[src/rtl/mpr_regs.svh]
// Register offsets, field positions, reset values and rate counts
`ifndef MPR_REGS_SVH
`define MPR_REGS_SVH

// Register addresses (5-bit address field of the command byte)
`define MPR_ADDR_ACT_ENERGY   5'h02
`define MPR_ADDR_LINE_ENERGY  5'h04
`define MPR_ADDR_MODE         5'h09
`define MPR_ADDR_IRQ_MASK     5'h0A
`define MPR_ADDR_IRQ_STATUS   5'h0B
`define MPR_ADDR_GAIN         5'h0C
`define MPR_ADDR_PHASE_CAL    5'h10
`define MPR_ADDR_PULSE_NUM    5'h14
`define MPR_ADDR_PULSE_DEN    5'h15
`define MPR_ADDR_HALF_CYCLES  5'h1C
`define MPR_ADDR_BIT_SUM      5'h1E

// Command byte layout
`define MPR_CMD_WRITE_BIT     7
`define MPR_CMD_BITS          4'h8

// Mode register fields
`define MPR_MODE_CYCLE_BIT    7
`define MPR_MODE_SUSPEND_BIT  4
`define MPR_MODE_WSEL_LSB     13

// Interrupt status / mask fields
`define MPR_IRQ_CYCLE_END_BIT 2

// Reset values
`define MPR_MODE_RST          16'h000C
`define MPR_IRQ_MASK_RST      8'h00
`define MPR_HALF_CYCLES_RST   16'hFFFF
`define MPR_GAIN_RST          12'h000
`define MPR_PHASE_CAL_RST     6'h0D
`define MPR_PULSE_NUM_RST     12'h000
`define MPR_PULSE_DEN_RST     12'h03F

// Rates of the master clock: energy and Nyquist as divide-by-N minus one, wave base as N
`define MPR_ENERGY_DIV_M1     10'h003
`define MPR_NYQUIST_DIV_M1    10'h007
`define MPR_WAVE_DIV_BASE     11'h080

// Energy datapath sizing: 2^27 = 4 (update period) * 2^25
`define MPR_DFC_FRAC_BITS     25
`define MPR_GAIN_SHIFT        12
`define MPR_BIT_SUM_W         6

`endif

[src/rtl/mpr_pkg.sv]
// Types shared by the metering pulse/rate/checksum block
package mpr_pkg;

  typedef enum logic [3:0] {
    MPR_ST_IDLE  = 4'b0001,
    MPR_ST_CMD   = 4'b0010,
    MPR_ST_READ  = 4'b0100,
    MPR_ST_WRITE = 4'b1000
  } mpr_ser_state_t;

  typedef logic [23:0] mpr_word_t;

endpackage

[src/rtl/mpr_rate_div.sv]
// Programmable divide-by-N strobe generator on the master clock
`timescale 1ns/1ps
module mpr_rate_div
(
  // Clock and reset
  input  wire logic       core_clk,
  input  wire logic       rst_b,
  // Divider setting, N minus one
  input  wire logic [9:0] div_m1,
  // One-cycle strobe every N clocks
  output logic            strobe_ff
);

  logic [9:0] cnt_ff;
  logic       wrap;

  assign wrap = (cnt_ff >= div_m1);

  always_ff @(posedge core_clk)
  begin
    if (!rst_b)
    begin
      cnt_ff    <= 10'h000;
      strobe_ff <= 1'b0;
    end
    else
    begin
      cnt_ff    <= wrap ? 10'h000 : cnt_ff + 10'h001;
      strobe_ff <= wrap;
    end
  end

endmodule

[src/rtl/mpr_pulse_div.sv]
// Rational pulse-rate scaler: out rate = in rate * (num+1)/(den+1)
`timescale 1ns/1ps
module mpr_pulse_div
(
  // Clock and reset
  input  wire logic        core_clk,
  input  wire logic        rst_b,
  // Ratio setting
  input  wire logic [11:0] num,
  input  wire logic [11:0] den,
  // Pulses
  input  wire logic        pulse_in,
  output logic             pulse_out_ff
);

  logic [13:0] acc_ff;
  logic [13:0] step;
  logic [13:0] limit;
  logic [13:0] sum;
  logic        emit;

  assign step  = {2'b00, num} + 14'h0001;
  assign limit = {2'b00, den} + 14'h0001;
  assign sum   = acc_ff + (pulse_in ? step : 14'h0000);
  // Ratios above one are clipped to one output pulse per input pulse
  assign emit  = (sum >= limit);

  always_ff @(posedge core_clk)
  begin
    if (!rst_b)
    begin
      acc_ff       <= 14'h0000;
      pulse_out_ff <= 1'b0;
    end
    else
    begin
      acc_ff       <= emit ? ((sum - limit) % limit) : sum;
      pulse_out_ff <= emit;
    end
  end

endmodule

[src/rtl/mpr_core.sv]
// Energy pulse, clock-derived rates, suspend and serial read checksum
`timescale 1ns/1ps
`include "mpr_regs.svh"

module mpr_core
(
  // Clock and reset
  input  wire logic        core_clk,
  input  wire logic        rst_b,
  // Serial port
  input  wire logic        ser_clk,
  input  wire logic        ser_sel_b,
  input  wire logic        ser_din,
  output logic             ser_dout_ff,
  output logic             ser_dout_oe_ff,
  // Metering datapath
  input  wire logic [23:0] power_avg,
  input  wire logic        zero_cross,
  input  wire logic [23:0] adc_sample,
  // Derived strobes and waveform
  output logic             adc_strobe_ff,
  output logic             phase_strobe_ff,
  output logic [23:0]      wave_sample_ff,
  output logic             wave_valid_ff,
  // Pulse and interrupt pins
  output logic             energy_pulse_output_ff,
  output logic             irq_b_ff
);

  // Configuration and state registers
  logic [15:0] mode_ff;
  logic [7:0]  irq_mask_ff;
  logic [7:0]  irq_status_ff;
  logic [15:0] half_cycle_count_cfg_ff;
  logic [11:0] active_power_gain_cfg_ff;
  logic [5:0]  phase_cal_ff;
  logic [11:0] pulse_num_ff;
  logic [11:0] pulse_den_ff;
  logic [23:0] line_cycle_energy_accum_ff;
  logic [23:0] active_energy_accum_ff;
  logic [`MPR_BIT_SUM_W-1:0] serial_read_bit_sum_ff;

  // Serial engine
  mpr_pkg::mpr_ser_state_t state_ff;
  logic                    sclk_q_ff;
  logic [7:0]              cmd_ff;
  logic [23:0]             shift_ff;
  logic [4:0]              bits_left_ff;
  logic                    load_pending_ff;
  logic [23:0]             rd_word_ff;

  // Energy datapath
  logic [24:0] frac_ff;
  logic [23:0] line_run_ff;
  logic [15:0] half_left_ff;
  logic        line_active_ff;
  logic        dfc_pulse_ff;
  logic [5:0]  phase_left_ff;
  logic        phase_busy_ff;

  // Strobes from the rate dividers
  logic        energy_tick;
  logic        nyq_tick;
  logic        wave_tick;
  logic        pulse_div_out;
  logic [9:0]  wave_div_m1;
  logic [10:0] wave_div;

  // Serial edge detection; the serial clock is a plain input here
  logic        sclk_rise;
  logic        sclk_fall;
  logic        sel_idle;
  logic        cmd_done;
  logic [4:0]  addr;
  logic [1:0]  reg_bytes;
  logic [4:0]  reg_bits;
  logic [23:0] reg_rdata;
  logic        read_start;
  logic        read_bit;
  logic        read_end;
  logic        write_end;
  logic [23:0] wdata;

  // Energy computation wires
  logic signed [24:0] power_s;
  logic signed [36:0] gain_prod;
  logic signed [25:0] scaled_s;
  logic [24:0]        scaled;
  logic [25:0]        frac_sum;
  logic               cycle_mode;
  logic               suspend;
  logic               cycle_end;
  logic               status_read;

  assign sclk_rise = ser_clk & ~sclk_q_ff;
  assign sclk_fall = ~ser_clk & sclk_q_ff;
  assign sel_idle  = ser_sel_b;
  assign addr      = cmd_ff[4:0];
  assign cmd_done  = (state_ff == mpr_pkg::MPR_ST_CMD) && sclk_fall
                     && (bits_left_ff == 5'h01);
  assign wdata     = {shift_ff[22:0], ser_din};

  // Width and contents of each readable register, right justified
  always_comb
  begin
    reg_bytes = 2'd0;
    reg_rdata = 24'h000000;
    case ({cmd_ff[6:5], addr[4:0]} & 7'h1F)
      {2'b00, `MPR_ADDR_ACT_ENERGY}:
      begin
        reg_bytes = 2'd3;
        reg_rdata = active_energy_accum_ff;
      end
      {2'b00, `MPR_ADDR_LINE_ENERGY}:
      begin
        reg_bytes = 2'd3;
        reg_rdata = line_cycle_energy_accum_ff;
      end
      {2'b00, `MPR_ADDR_MODE}:
      begin
        reg_bytes = 2'd2;
        reg_rdata = {8'h00, mode_ff};
      end
      {2'b00, `MPR_ADDR_IRQ_MASK}:
      begin
        reg_bytes = 2'd1;
        reg_rdata = {16'h0000, irq_mask_ff};
      end
      {2'b00, `MPR_ADDR_IRQ_STATUS}:
      begin
        reg_bytes = 2'd1;
        reg_rdata = {16'h0000, irq_status_ff};
      end
      {2'b00, `MPR_ADDR_GAIN}:
      begin
        reg_bytes = 2'd2;
        reg_rdata = {12'h000, active_power_gain_cfg_ff};
      end
      {2'b00, `MPR_ADDR_PHASE_CAL}:
      begin
        reg_bytes = 2'd1;
        reg_rdata = {18'h00000, phase_cal_ff};
      end
      {2'b00, `MPR_ADDR_PULSE_NUM}:
      begin
        reg_bytes = 2'd2;
        reg_rdata = {12'h000, pulse_num_ff};
      end
      {2'b00, `MPR_ADDR_PULSE_DEN}:
      begin
        reg_bytes = 2'd2;
        reg_rdata = {12'h000, pulse_den_ff};
      end
      {2'b00, `MPR_ADDR_HALF_CYCLES}:
      begin
        reg_bytes = 2'd2;
        reg_rdata = {8'h00, half_cycle_count_cfg_ff};
      end
      {2'b00, `MPR_ADDR_BIT_SUM}:
      begin
        reg_bytes = 2'd1;
        reg_rdata = {18'h00000, serial_read_bit_sum_ff};
      end
      default:
      begin
        reg_bytes = 2'd1;
        reg_rdata = 24'h000000;
      end
    endcase
  end

  assign reg_bits   = {reg_bytes, 3'b000};
  // Checksum restarts here, on the falling edge before the MSB goes out
  assign read_start = cmd_done && !wdata[`MPR_CMD_WRITE_BIT];
  assign read_bit   = (state_ff == mpr_pkg::MPR_ST_READ) && sclk_rise
                      && (bits_left_ff != 5'h00);
  assign read_end   = (state_ff == mpr_pkg::MPR_ST_READ) && sclk_fall
                      && (bits_left_ff == 5'h00);
  assign write_end  = (state_ff == mpr_pkg::MPR_ST_WRITE) && sclk_fall
                      && (bits_left_ff == 5'h01);
  // Cleared as the word is captured, so the read still shows the flag
  assign status_read = load_pending_ff
                       && (addr == `MPR_ADDR_IRQ_STATUS);

  // Serial state machine
  always_ff @(posedge core_clk)
  begin
    if (!rst_b)
    begin
      state_ff     <= mpr_pkg::MPR_ST_IDLE;
      sclk_q_ff    <= 1'b0;
      cmd_ff       <= 8'h00;
      shift_ff     <= 24'h000000;
      bits_left_ff <= 5'h00;
    end
    else
    begin
      sclk_q_ff <= ser_clk;
      if (sel_idle)
      begin
        state_ff <= mpr_pkg::MPR_ST_IDLE;
      end
      else
      begin
        case (state_ff)
          mpr_pkg::MPR_ST_IDLE:
          begin
            state_ff     <= mpr_pkg::MPR_ST_CMD;
            bits_left_ff <= {1'b0, `MPR_CMD_BITS};
          end
          mpr_pkg::MPR_ST_CMD:
          begin
            if (sclk_fall)
            begin
              shift_ff     <= wdata;
              bits_left_ff <= bits_left_ff - 5'h01;
            end
            if (cmd_done)
            begin
              cmd_ff <= wdata[7:0];
              // Read path loads the word below once cmd_ff settles
              state_ff <= wdata[`MPR_CMD_WRITE_BIT] ?
                          mpr_pkg::MPR_ST_WRITE : mpr_pkg::MPR_ST_READ;
              bits_left_ff <= 5'h00;
            end
          end
          mpr_pkg::MPR_ST_READ:
          begin
            // Bit count waits a cycle for cmd_ff to pick the register
            if (load_pending_ff)
            begin
              bits_left_ff <= reg_bits;
            end
            else if (read_bit)
            begin
              bits_left_ff <= bits_left_ff - 5'h01;
            end
            if (read_end)
            begin
              state_ff     <= mpr_pkg::MPR_ST_CMD;
              bits_left_ff <= {1'b0, `MPR_CMD_BITS};
            end
          end
          mpr_pkg::MPR_ST_WRITE:
          begin
            if (bits_left_ff == 5'h00)
            begin
              bits_left_ff <= reg_bits;
            end
            else if (sclk_fall)
            begin
              shift_ff     <= wdata;
              bits_left_ff <= bits_left_ff - 5'h01;
            end
            if (write_end)
            begin
              state_ff     <= mpr_pkg::MPR_ST_CMD;
              bits_left_ff <= {1'b0, `MPR_CMD_BITS};
            end
          end
          default:
          begin
            state_ff <= mpr_pkg::MPR_ST_IDLE;
          end
        endcase
      end
    end
  end

  // Data out: loaded at read start, advanced on rising serial edges
  always_ff @(posedge core_clk)
  begin
    if (!rst_b)
    begin
      ser_dout_ff     <= 1'b0;
      ser_dout_oe_ff  <= 1'b0;
      load_pending_ff <= 1'b0;
    end
    else
    begin
      load_pending_ff <= read_start;
      if (sel_idle || read_end)
      begin
        ser_dout_oe_ff <= 1'b0;
      end
      else if (read_bit)
      begin
        ser_dout_oe_ff <= 1'b1;
        ser_dout_ff    <= rd_word_ff[23];
      end
    end
  end

  // Whole word captured at once so multi-byte reads stay coherent
  always_ff @(posedge core_clk)
  begin
    if (!rst_b)
    begin
      rd_word_ff <= 24'h000000;
    end
    else if (load_pending_ff)
    begin
      rd_word_ff <= reg_rdata << (5'd24 - reg_bits);
    end
    else if (read_bit)
    begin
      rd_word_ff <= {rd_word_ff[22:0], 1'b0};
    end
  end

  // Checksum: cleared at read start, then counts each one bit sent
  always_ff @(posedge core_clk)
  begin
    if (!rst_b)
    begin
      serial_read_bit_sum_ff <= 6'h00;
    end
    else if (load_pending_ff)
    begin
      serial_read_bit_sum_ff <= 6'h00;
    end
    else if (read_bit && rd_word_ff[23])
    begin
      serial_read_bit_sum_ff <= serial_read_bit_sum_ff + 6'h01;
    end
  end

  // Writable registers; unmapped and read-only targets drop the data
  always_ff @(posedge core_clk)
  begin
    if (!rst_b)
    begin
      mode_ff                  <= `MPR_MODE_RST;
      irq_mask_ff              <= `MPR_IRQ_MASK_RST;
      half_cycle_count_cfg_ff  <= `MPR_HALF_CYCLES_RST;
      active_power_gain_cfg_ff <= `MPR_GAIN_RST;
      phase_cal_ff             <= `MPR_PHASE_CAL_RST;
      pulse_num_ff             <= `MPR_PULSE_NUM_RST;
      pulse_den_ff             <= `MPR_PULSE_DEN_RST;
    end
    else if (write_end && !sel_idle)
    begin
      case (addr)
        `MPR_ADDR_MODE:        mode_ff                  <= wdata[15:0];
        `MPR_ADDR_IRQ_MASK:    irq_mask_ff              <= wdata[7:0];
        `MPR_ADDR_HALF_CYCLES: half_cycle_count_cfg_ff  <= wdata[15:0];
        `MPR_ADDR_GAIN:        active_power_gain_cfg_ff <= wdata[11:0];
        `MPR_ADDR_PHASE_CAL:   phase_cal_ff             <= wdata[5:0];
        `MPR_ADDR_PULSE_NUM:   pulse_num_ff             <= wdata[11:0];
        `MPR_ADDR_PULSE_DEN:   pulse_den_ff             <= wdata[11:0];
        default:               mode_ff                  <= mode_ff;
      endcase
    end
  end

  // Rates derived from the master clock alone
  mpr_rate_div u_energy_div
  (
    .core_clk  (core_clk),
    .rst_b     (rst_b),
    .div_m1    (`MPR_ENERGY_DIV_M1),
    .strobe_ff (energy_tick)
  );

  mpr_rate_div u_nyq_div
  (
    .core_clk  (core_clk),
    .rst_b     (rst_b),
    .div_m1    (`MPR_NYQUIST_DIV_M1),
    .strobe_ff (nyq_tick)
  );

  assign wave_div    = `MPR_WAVE_DIV_BASE
                       << mode_ff[`MPR_MODE_WSEL_LSB +: 2];
  assign wave_div_m1 = 10'(wave_div - 11'h001);

  mpr_rate_div u_wave_div
  (
    .core_clk  (core_clk),
    .rst_b     (rst_b),
    .div_m1    (wave_div_m1),
    .strobe_ff (wave_tick)
  );

  // Gain scaled power, 1 + gain/4096; negative results clamp to zero
  assign power_s   = $signed({1'b0, power_avg});
  assign gain_prod = power_s * $signed(active_power_gain_cfg_ff);
  assign scaled_s  = 26'(power_s)
                     + 26'(gain_prod >>> `MPR_GAIN_SHIFT);
  assign scaled    = scaled_s[25] ? 25'h0 : scaled_s[24:0];
  // Carry out of 2^25 every 4 clocks gives avg*clk/2^27 pulses
  assign frac_sum  = {1'b0, frac_ff} + {1'b0, scaled};
  assign cycle_mode = mode_ff[`MPR_MODE_CYCLE_BIT];
  assign suspend    = mode_ff[`MPR_MODE_SUSPEND_BIT];
  assign cycle_end  = line_active_ff && zero_cross
                      && (half_left_ff == 16'h0001);

  always_ff @(posedge core_clk)
  begin
    if (!rst_b)
    begin
      frac_ff                    <= 25'h0;
      dfc_pulse_ff               <= 1'b0;
      active_energy_accum_ff     <= 24'h000000;
      line_run_ff                <= 24'h000000;
      line_cycle_energy_accum_ff <= 24'h000000;
      half_left_ff               <= 16'h0000;
      line_active_ff             <= 1'b0;
    end
    else
    begin
      dfc_pulse_ff <= energy_tick && frac_sum[25];
      if (energy_tick)
      begin
        frac_ff <= frac_sum[24:0];
      end
      if (dfc_pulse_ff)
      begin
        active_energy_accum_ff <= active_energy_accum_ff + 24'h000001;
      end
      // Window opens on a zero crossing so it spans whole half cycles
      if (!cycle_mode)
      begin
        line_active_ff <= 1'b0;
      end
      else if (zero_cross && !line_active_ff)
      begin
        line_active_ff <= 1'b1;
        half_left_ff   <= half_cycle_count_cfg_ff;
        line_run_ff    <= 24'h000000;
      end
      else if (line_active_ff)
      begin
        if (cycle_end)
        begin
          line_cycle_energy_accum_ff <= line_run_ff
                                        + {23'h0, dfc_pulse_ff};
          line_run_ff  <= 24'h000000;
          half_left_ff <= half_cycle_count_cfg_ff;
        end
        else
        begin
          line_run_ff <= line_run_ff + {23'h0, dfc_pulse_ff};
          if (zero_cross)
          begin
            half_left_ff <= half_left_ff - 16'h0001;
          end
        end
      end
    end
  end

  // Interrupt: set wins over clear-on-read
  always_ff @(posedge core_clk)
  begin
    if (!rst_b)
    begin
      irq_status_ff <= 8'h00;
      irq_b_ff      <= 1'b1;
    end
    else
    begin
      irq_status_ff[`MPR_IRQ_CYCLE_END_BIT] <= cycle_end
        || (irq_status_ff[`MPR_IRQ_CYCLE_END_BIT] && !status_read);
      irq_b_ff <= !((irq_status_ff & irq_mask_ff) != 8'h00);
    end
  end

  // Energy pulse divider
  mpr_pulse_div u_pulse_div
  (
    .core_clk     (core_clk),
    .rst_b        (rst_b),
    .num          (pulse_num_ff),
    .den          (pulse_den_ff),
    .pulse_in     (dfc_pulse_ff),
    .pulse_out_ff (pulse_div_out)
  );

  // Phase step: ch2 sample strobe trails by phase_cal * 4 clocks
  always_ff @(posedge core_clk)
  begin
    if (!rst_b)
    begin
      phase_left_ff          <= 6'h00;
      phase_busy_ff          <= 1'b0;
      phase_strobe_ff        <= 1'b0;
      adc_strobe_ff          <= 1'b0;
      wave_sample_ff         <= 24'h000000;
      wave_valid_ff          <= 1'b0;
      energy_pulse_output_ff <= 1'b0;
    end
    else
    begin
      adc_strobe_ff          <= nyq_tick;
      energy_pulse_output_ff <= pulse_div_out;
      phase_strobe_ff        <= 1'b0;
      // One countdown at a time; strobes during it start no new one
      if (phase_busy_ff && phase_left_ff == 6'h00)
      begin
        phase_busy_ff   <= 1'b0;
        phase_strobe_ff <= 1'b1;
      end
      else if (phase_busy_ff && energy_tick)
      begin
        phase_left_ff <= phase_left_ff - 6'h01;
      end
      else if (nyq_tick && !phase_busy_ff)
      begin
        phase_left_ff <= phase_cal_ff;
        phase_busy_ff <= 1'b1;
      end
      wave_valid_ff <= wave_tick;
      if (wave_tick)
      begin
        // Suspend only zeroes the waveform sample; host clears suspend to resume
        wave_sample_ff <= suspend ? 24'h000000 : adc_sample;
      end
    end
  end

endmodule

[config.mk]
export PLATFORM = sky130hd
export DESIGN_NAME = mpr_core
export DESIGN_NICKNAME = d
export VERILOG_FILES = /design/src/rtl/mpr_pkg.sv /design/src/rtl/mpr_rate_div.sv /design/src/rtl/mpr_pulse_div.sv /design/src/rtl/mpr_core.sv
export VERILOG_INCLUDE_DIRS = /design/src /design/src/rtl
export SDC_FILE = /design/constraint.sdc
export NUM_CORES = 2
export LEC_CHECK = 0
export CAP_MARGIN = 20
export CELL_PAD_IN_SITES_DETAIL_PLACEMENT = 1
export CELL_PAD_IN_SITES_GLOBAL_PLACEMENT = 2
export CORE_UTILIZATION = 40
export CTS_CLUSTER_SIZE = 30
export DETAILED_ROUTE_END_ITERATION = 6
export DONT_BUFFER_PORTS = 1
export GPL_TIMING_DRIVEN = 0
export PLACE_DENSITY_LB_ADDON = 0.08
export SLEW_MARGIN = 20
export SYNTH_ARGS = -nofsm -noshare
export SYNTH_HDL_FRONTEND = slang
export SYNTH_SLANG_ARGS = --single-unit
[constraint.sdc]
create_clock -name core_clk -period 38.1 [get_ports core_clk]
set_input_delay 3.81 -clock core_clk [delete_from_list [all_inputs] [get_ports core_clk]]
set_output_delay 3.81 -clock core_clk [all_outputs]
set_load 0.1 [all_outputs]
# [Yosys cells after proc, flatten, opt, wreduce, memory -nomap -nowiden]
# Cells that the tools add are included.
[op_classes] add_sub_neg=17 n_mul=1 div_mod_pow=1 magnitude_cmp=4 n_eq_ne=22 n_shift=2 n_mux=34 n_bitwise=11 n_reduce_logical=65
[ops] operator="$pmux 24 s11" count=1
[ops] operator="$mux 24" count=8
[ops] operator="$mux 16" count=4
[ops] operator="$add 25x25->26" count=2
[ops] operator="$pmux 24 s2" count=1
[ops] operator="$mul 25x12->37" count=1
[ops] operator="$mux 5" count=7
[ops] operator="$add 10x1->10 const B" count=3
[ops] operator="$mux 14" count=2
[ops] operator="$add 12x1->13 const B" count=2
[ops] operator="$eq 5x5->1 const B" count=5
[ops] operator="$mux 25" count=1
[ops] operator="$add 24x1->24" count=1
[ops] operator="$add 24x1->24 const B" count=1
[ops] operator="$reduce_and 2->1" count=12
[ops] operator="$shl 24x5->24" count=1
[ops] operator="$eq 5x4->1 const B" count=4
[ops] operator="$logic_and 1x1->1" count=20
[ops] operator="$pmux 5 s4" count=1
[ops] operator="$eq 16x1->1 const B" count=1
[ops] operator="$mux 4" count=4
[ops] operator="$pmux 4 s4" count=1
[ops] operator="$reduce_or 2->1" count=8
[ops] operator="$sub 16x1->16 const B" count=1
[ops] operator="other kinds (40)" count=65
[word_totals] register_bits=354 latch_bits=0 ram_bits=0 rom_bits=0 input_bits=54 output_inout_bits=31 word_cells=198 mem_count=0

# [Logic depth before layout (Yosys ltp)]
[logic_depth] depth_word=8 ltp_mapped=149 mapped_depth_nobuf=140

# [Cells and area by module]
# A second synthesis with hierarchy kept.
[hier_totals] cells_unflattened=4494 hier_area_um2=35582.9
[modules_own_cells] mod="mpr_core" n_inst=1 cells_each=3078 area_per_inst_um2=24826.3 seq_area_each_um2=5945.7
[modules_own_cells] mod="mpr_pulse_div" n_inst=1 cells_each=1179 area_per_inst_um2=8519.4 seq_area_each_um2=300.3
[modules_own_cells] mod="mpr_rate_div (u_energy_div ...)" n_inst=2 cells_each=79 area_per_inst_um2=743.2 seq_area_each_um2=220.2
[modules_own_cells] mod="mpr_rate_div (u_wave_div)" n_inst=1 cells_each=79 area_per_inst_um2=750.7 seq_area_each_um2=220.2

# [Worst setup path after synthesis]
# Ideal clock, no wire load.
[synth_timing] path_kind="register to register" startpoint="reg dfc_pulse_ff" endpoint="reg u_pulse_div.acc_ff[9]" setup_ns=0.059 t_arrival_ns=27.819 required_ns=38.041 setup_slack_ns=10.222 path_stages_with_launch=134 path_buffers=10 synth_period_minus_slack_ns=27.878 path_cell_list="dfxtp_1 -> clkbuf_1 -> clkbuf_1 -> and2_1 -> ha_1 -> a211oi_1 -> nor2_1 -> o21ai_0 -> nor2b_1 -> xnor2_1 -> ha_1 -> or2_2 -> a311o_1 -> a221oi_1 -> o211ai_1 -> nor3_1 -> or2_1 -> xor2_1 -> [... 98 more ...] -> a211o_1 -> a31o_2 -> nand2_1 -> clkbuf_1 -> mux2_2 -> ha_1 -> a21o_1 -> a21oi_1 -> o21ai_0 -> a31oi_1 -> o211a_1 -> nor3_1 -> o22a_1 -> a21oi_1 -> a21bo_1 -> buf_2 -> or4_1 -> nand2_1"
[synth_between] elab_chain_cells=5 elab_cells_between_ends=6 classes_between="2 x add/sub; 1 x div; 1 x order compare; 2 x mux"
[synth_lines] item="start, declared" line_no="mpr_core.sv:57" source="logic dfc_pulse_ff;"
[synth_lines] item="start signal, assigned" line_no="mpr_core.sv:412" source="dfc_pulse_ff <= energy_tick && frac_sum[25];"
[synth_lines] item="$mux 14 (*)" line_no="mpr_pulse_div.sv:24" source="assign sum = acc_ff + (pulse_in ? step : 14'h0000);"
[synth_lines] item="$add 14x14->14 (*)" line_no="mpr_pulse_div.sv:24"
[synth_lines] item="$sub 14x14->14" line_no="mpr_pulse_div.sv:37" source="acc_ff <= emit ? ((sum - limit) % limit) : sum;"
[synth_lines] item="$mod 14x14->14" line_no="mpr_pulse_div.sv:37"
[synth_lines] item="$mux 14 (*)" line_no="mpr_pulse_div.sv:37"
[synth_lines] item="end signal, assigned" line_no="mpr_pulse_div.sv:37"
[synth_lines] item="end, declared" line_no="mpr_pulse_div.sv:16" source="logic [13:0] acc_ff;"
# Mark *: on every way between the ends. The rest lies on a longest branch, timed or not.
# A chain may end at the register's enable or synchronous reset.

# [Worst setup path after layout]
[layout_timing] startpoint="reg dfc_pulse_ff" endpoint="reg u_pulse_div.acc_ff[6]"
# Same word-level chain as after synthesis.

==> impl_metrics.py <==
metrics = {
    "global_route": {
        "antenna_found_initial": 4,
        "grt_usage": 0.2770,
        "grt_pass1_wl_mm": 186.8,
        "grt_max_degree": 17,
        "gr-total-overflow": 0,
        "grt_pass1_vias": 31737,
    },
    "detailed_routing": {
        "wirelength_mm": 118.9,
        "drt_iter0_markers": 1594,
        "dr.pass1.iters": 5,
        "num_vias": 31016,
        "viasPerCell": 5.614,
        "drc": 0,
        "postRouteAntennaNets": 0,
        "wire_per_inst_um": 21.52,
    },
    "worst_hold_path": {
        "hold-path-endpoint": "u_energy_div.cnt_ff[0]",
        "hold_path_depth": 1,
        "min_from": "u_energy_div.cnt_ff[0]",
        "min_path_type": "register to register",
    },
    "clocking": {
        "cts_tree": "yes",
        "clkLatencyLatePin_ns": 0.56,
        "cts_num_sinks": 345,
        "root_buffer": "clkbuf_16",
        "cts_made_buffers": 38,
        "clk_pin_slew_ns": 0.06,
        "post-cts-setup-buffers": 0,
        "clockBufferDepth": 3,
        "htree_levels": 2,
    },
    "timing": {
        "rsz0062_at_grt": "false",
        "max_freq_ghz": 0.02858,
        "skew_ns": 0.01558,
        "period_needed_ns": 34.98,
        "relSlewSlack": 0.2332,
        "hold_viol_final": 0,
        "final-setup-viol-count": 0,
        "slew_viol_final": 0,
        "period_share": 0.9182,
        "max_slew.worst_pin.slew_ns": 1.150,
        "setup_tns_ns": 0,
    },
    "finish": {
        "multi_input_area_sq_mm": 0.02505,
        "stdcell_area_sq_mm": 0.03677,
        "nets": 4934,
        "drive_gt1_frac": 0.04237,
        "nFillCells": 10289,
        "area_growth_pct": 8.813,
        "seq_area_sq_mm": 0.006907,
    },
    "outcome": {
        "status": "completed",
    },
    "logic_synthesis": {
        "async_reset_ff_frac": 0,
        "synth_flop_cell": "dfxtp_1",
        "synthCells": 4298,
        "synthesis.area_sq_mm": 0.03379,
        "yosysSeqAreaShare": 0.2044,
        "yosysUniqueCellTypes": 96,
        "yosysWarnings": 0,
        "ys_seq_elements": 345,
        "synth_edf_count": 0,
        "avgSynthCellArea_sq_um": 7.861,
    },
    "setup_path": {
        "cp.arrival_ns": 35.40,
        "cp_common_cell": "ha_1",
        "max_stage_delay_ns": 0.56,
        "endpoint_kind": "register",
        "rr_worst_depth": 136,
        "reg2reg_setup_slack_ns": 3.12,
        "critical_path_class": "register to register",
        "crit_required_ns": 38.52,
        "slowest_stage": "or3b_2",
        "r2r_start": "dfc_pulse_ff",
        "cp-start-kind": "register",
        "rr_endpoint": "u_pulse_div.acc_ff[6]",
        "crit_fanout": 10,
    },
    "die": {
        "die_y_um": 292.6,
        "core-area_sq_mm": 0.08369,
        "die_area_sq_mm": 0.08564,
        "pin_count": 85,
        "initial_utilization": 0.4037,
        "fp-row-count": 106,
        "die_w_um": 292.6,
    },
    "placed_design": {
        "portBuffers": 0,
        "placed_cell_area_sq_mm": 0.03546,
        "routabilityCongestion": 0.8780,
        "dp_hpwl_mm": 95.07,
    },
    "run": {
        "cap_violations": 0,
    },
}
==> through the flow <==
step | util | instances | hold WS [ns] | worst slack, ns
2_1_floorplan | - | 4311 | 0.3809 | 10.22
3_3_place_gp | 0.4213 | 5445 | 0.4129 | 1.489
3_5_place_dp | 0.4238 | 5453 | 0.4189 | 2.288
4_1_cts | 0.4390 | 5523 | 0.4281 | 2.108
5_1_grt | 0.4393 | 5524 | 0.4557 | 0.1327
6_report | 0.4393 | 5525 | 0.4193 | 3.115
==> synth_stat cells (all sizes together) (7+ instances only) <==
cell	instances	area share
a211o	12	0.0031
a211oi	47	0.011
a21boi	13	0.0032
a21o	61	0.014
a21oi	308	0.046
a221o	7	0.0021
a221oi	17	0.0044
a222oi	10	0.0030
a22oi	28	0.0064
a31o	9	0.0023
a31oi	36	0.0067
and2	120	0.022
and3	42	0.0078
and4	15	0.0040
buf	28	0.0037
clkbuf	179	0.020
dfxtp	345	0.20
fa	224	0.13
ha	296	0.11
inv	322	0.036
mux2	22	0.0074
mux2i	72	0.021
nand2	568	0.063
nand2b	50	0.0093
nand3	128	0.020
nand3b	20	0.0044
nand4	31	0.0057
nor2	407	0.045
nor2b	61	0.011
nor3	99	0.015
nor3b	7	0.0016
nor4	12	0.0024
o211ai	25	0.0056
o21a	57	0.013
o21ai	205	0.031
o21bai	10	0.0022
o22a	7	0.0018
o22ai	17	0.0031
o31ai	15	0.0041
or2	24	0.0044
or3	37	0.0069
xnor2	116	0.030
xor2	89	0.023
==> critical path: cells and delay by family (launching register included) <==
kind	cells	cell delay (ns)
and+or+nand+nor	42	8.29
adders and majority gates	16	5.09
DFF	1	0.39
xor gates and xnor gates	2	0.73
buffers and inverters	12	3.56
AOI/OAI and AO/OA	59	14.88
muxes	5	1.82
==> worst max path at each step <==
| stage | startpoint | to | slack [ns] |
|---|---|---|---|
| final | dfc_pulse_ff | u_pulse_div.acc_ff[6] | 3.12 |
| after global routing | dfc_pulse_ff | u_pulse_div.acc_ff[6] | 0.13 |
| after global placement | pulse_den_ff[0] | u_pulse_div.acc_ff[6] | 1.49 |
| after floorplan | dfc_pulse_ff | u_pulse_div.acc_ff[9] | 10.22 |
| after CTS | dfc_pulse_ff | u_pulse_div.acc_ff[8] | 2.11 |
| after detailed placement | dfc_pulse_ff | u_pulse_div.acc_ff[8] | 2.29 |
==> final cells by class <==
| class | instances | area share |
|---|---|---|
| clock buffer | 57 | 0.03053 |
| multi-input combinational | 3437 | 0.6813 |
| inverter | 322 | 0.03287 |
| buffer | 207 | 0.02175 |
| clock inverter | 13 | 0.004118 |
| tap | 1134 | 0.03859 |
| sequential | 345 | 0.1879 |
| timing repair buffer | 9 | 0.002927 |
| antenna | 1 | 0.00006806 |
==> placed cells by master (no fill, tap or decap), types with 45 or more instances in the layout <==
cell / n
ha_1: 296
dfxtp_1: 345
o21a_1: 57
xor2_1: 86
nand2_1: 567
and2_1: 118
a211oi_1: 45
nor2b_1: 61
mux2i_1: 72
a21oi_1: 307
nand2b_1: 50
inv_1: 321
fa_1: 224
a21o_1: 61
xnor2_1: 111
nor3_1: 96
nand3_1: 126
nor2_1: 406
o21ai_0: 200
clkbuf_1: 185
==> flip-flops by register name, indices dropped and copies added, names as in the netlist, 24 cells and up <==
register / count
active_energy_accum_ff: 24
frac_ff: 25
line_cycle_energy_accum_ff: 24
line_run_ff: 24
rd_word_ff: 24
wave_sample_ff: 24
==> routing by layer <==
| metal | track usage | vias to the layer above | routed length, um |
|---|---|---|---|
| met5 | 0 | - | 10 |
| met4 | 0.04699 | 2 | 2005 |
| met3 | 0.02360 | 115 | 4130 |
| met2 | 0.4728 | 518 | 56340 |
| met1 | 0.3839 | 15511 | 56400 |
| li1 | - | 14870 | - |
==> what timing repair did <==
item                                    in CTS  in global routing
endpoints found under the setup margin       0                 14
gates resized for setup                      0                 10
hold buffers                                 0                  0
==> kinds of logic after synthesis <==
kind of cell | share of synthesized area
fa+ha+maj | 0.2423
compound gates | 0.1833
other cells | 0.0001110
xor+xnor | 0.05384
flops | 0.2044
simple gates | 0.2280
buf+inv | 0.05932
mux | 0.02877
Power is left out: the tool's default activity adds up to more than one toggle a clock period on the data nets, which glitch-free logic cannot reach.
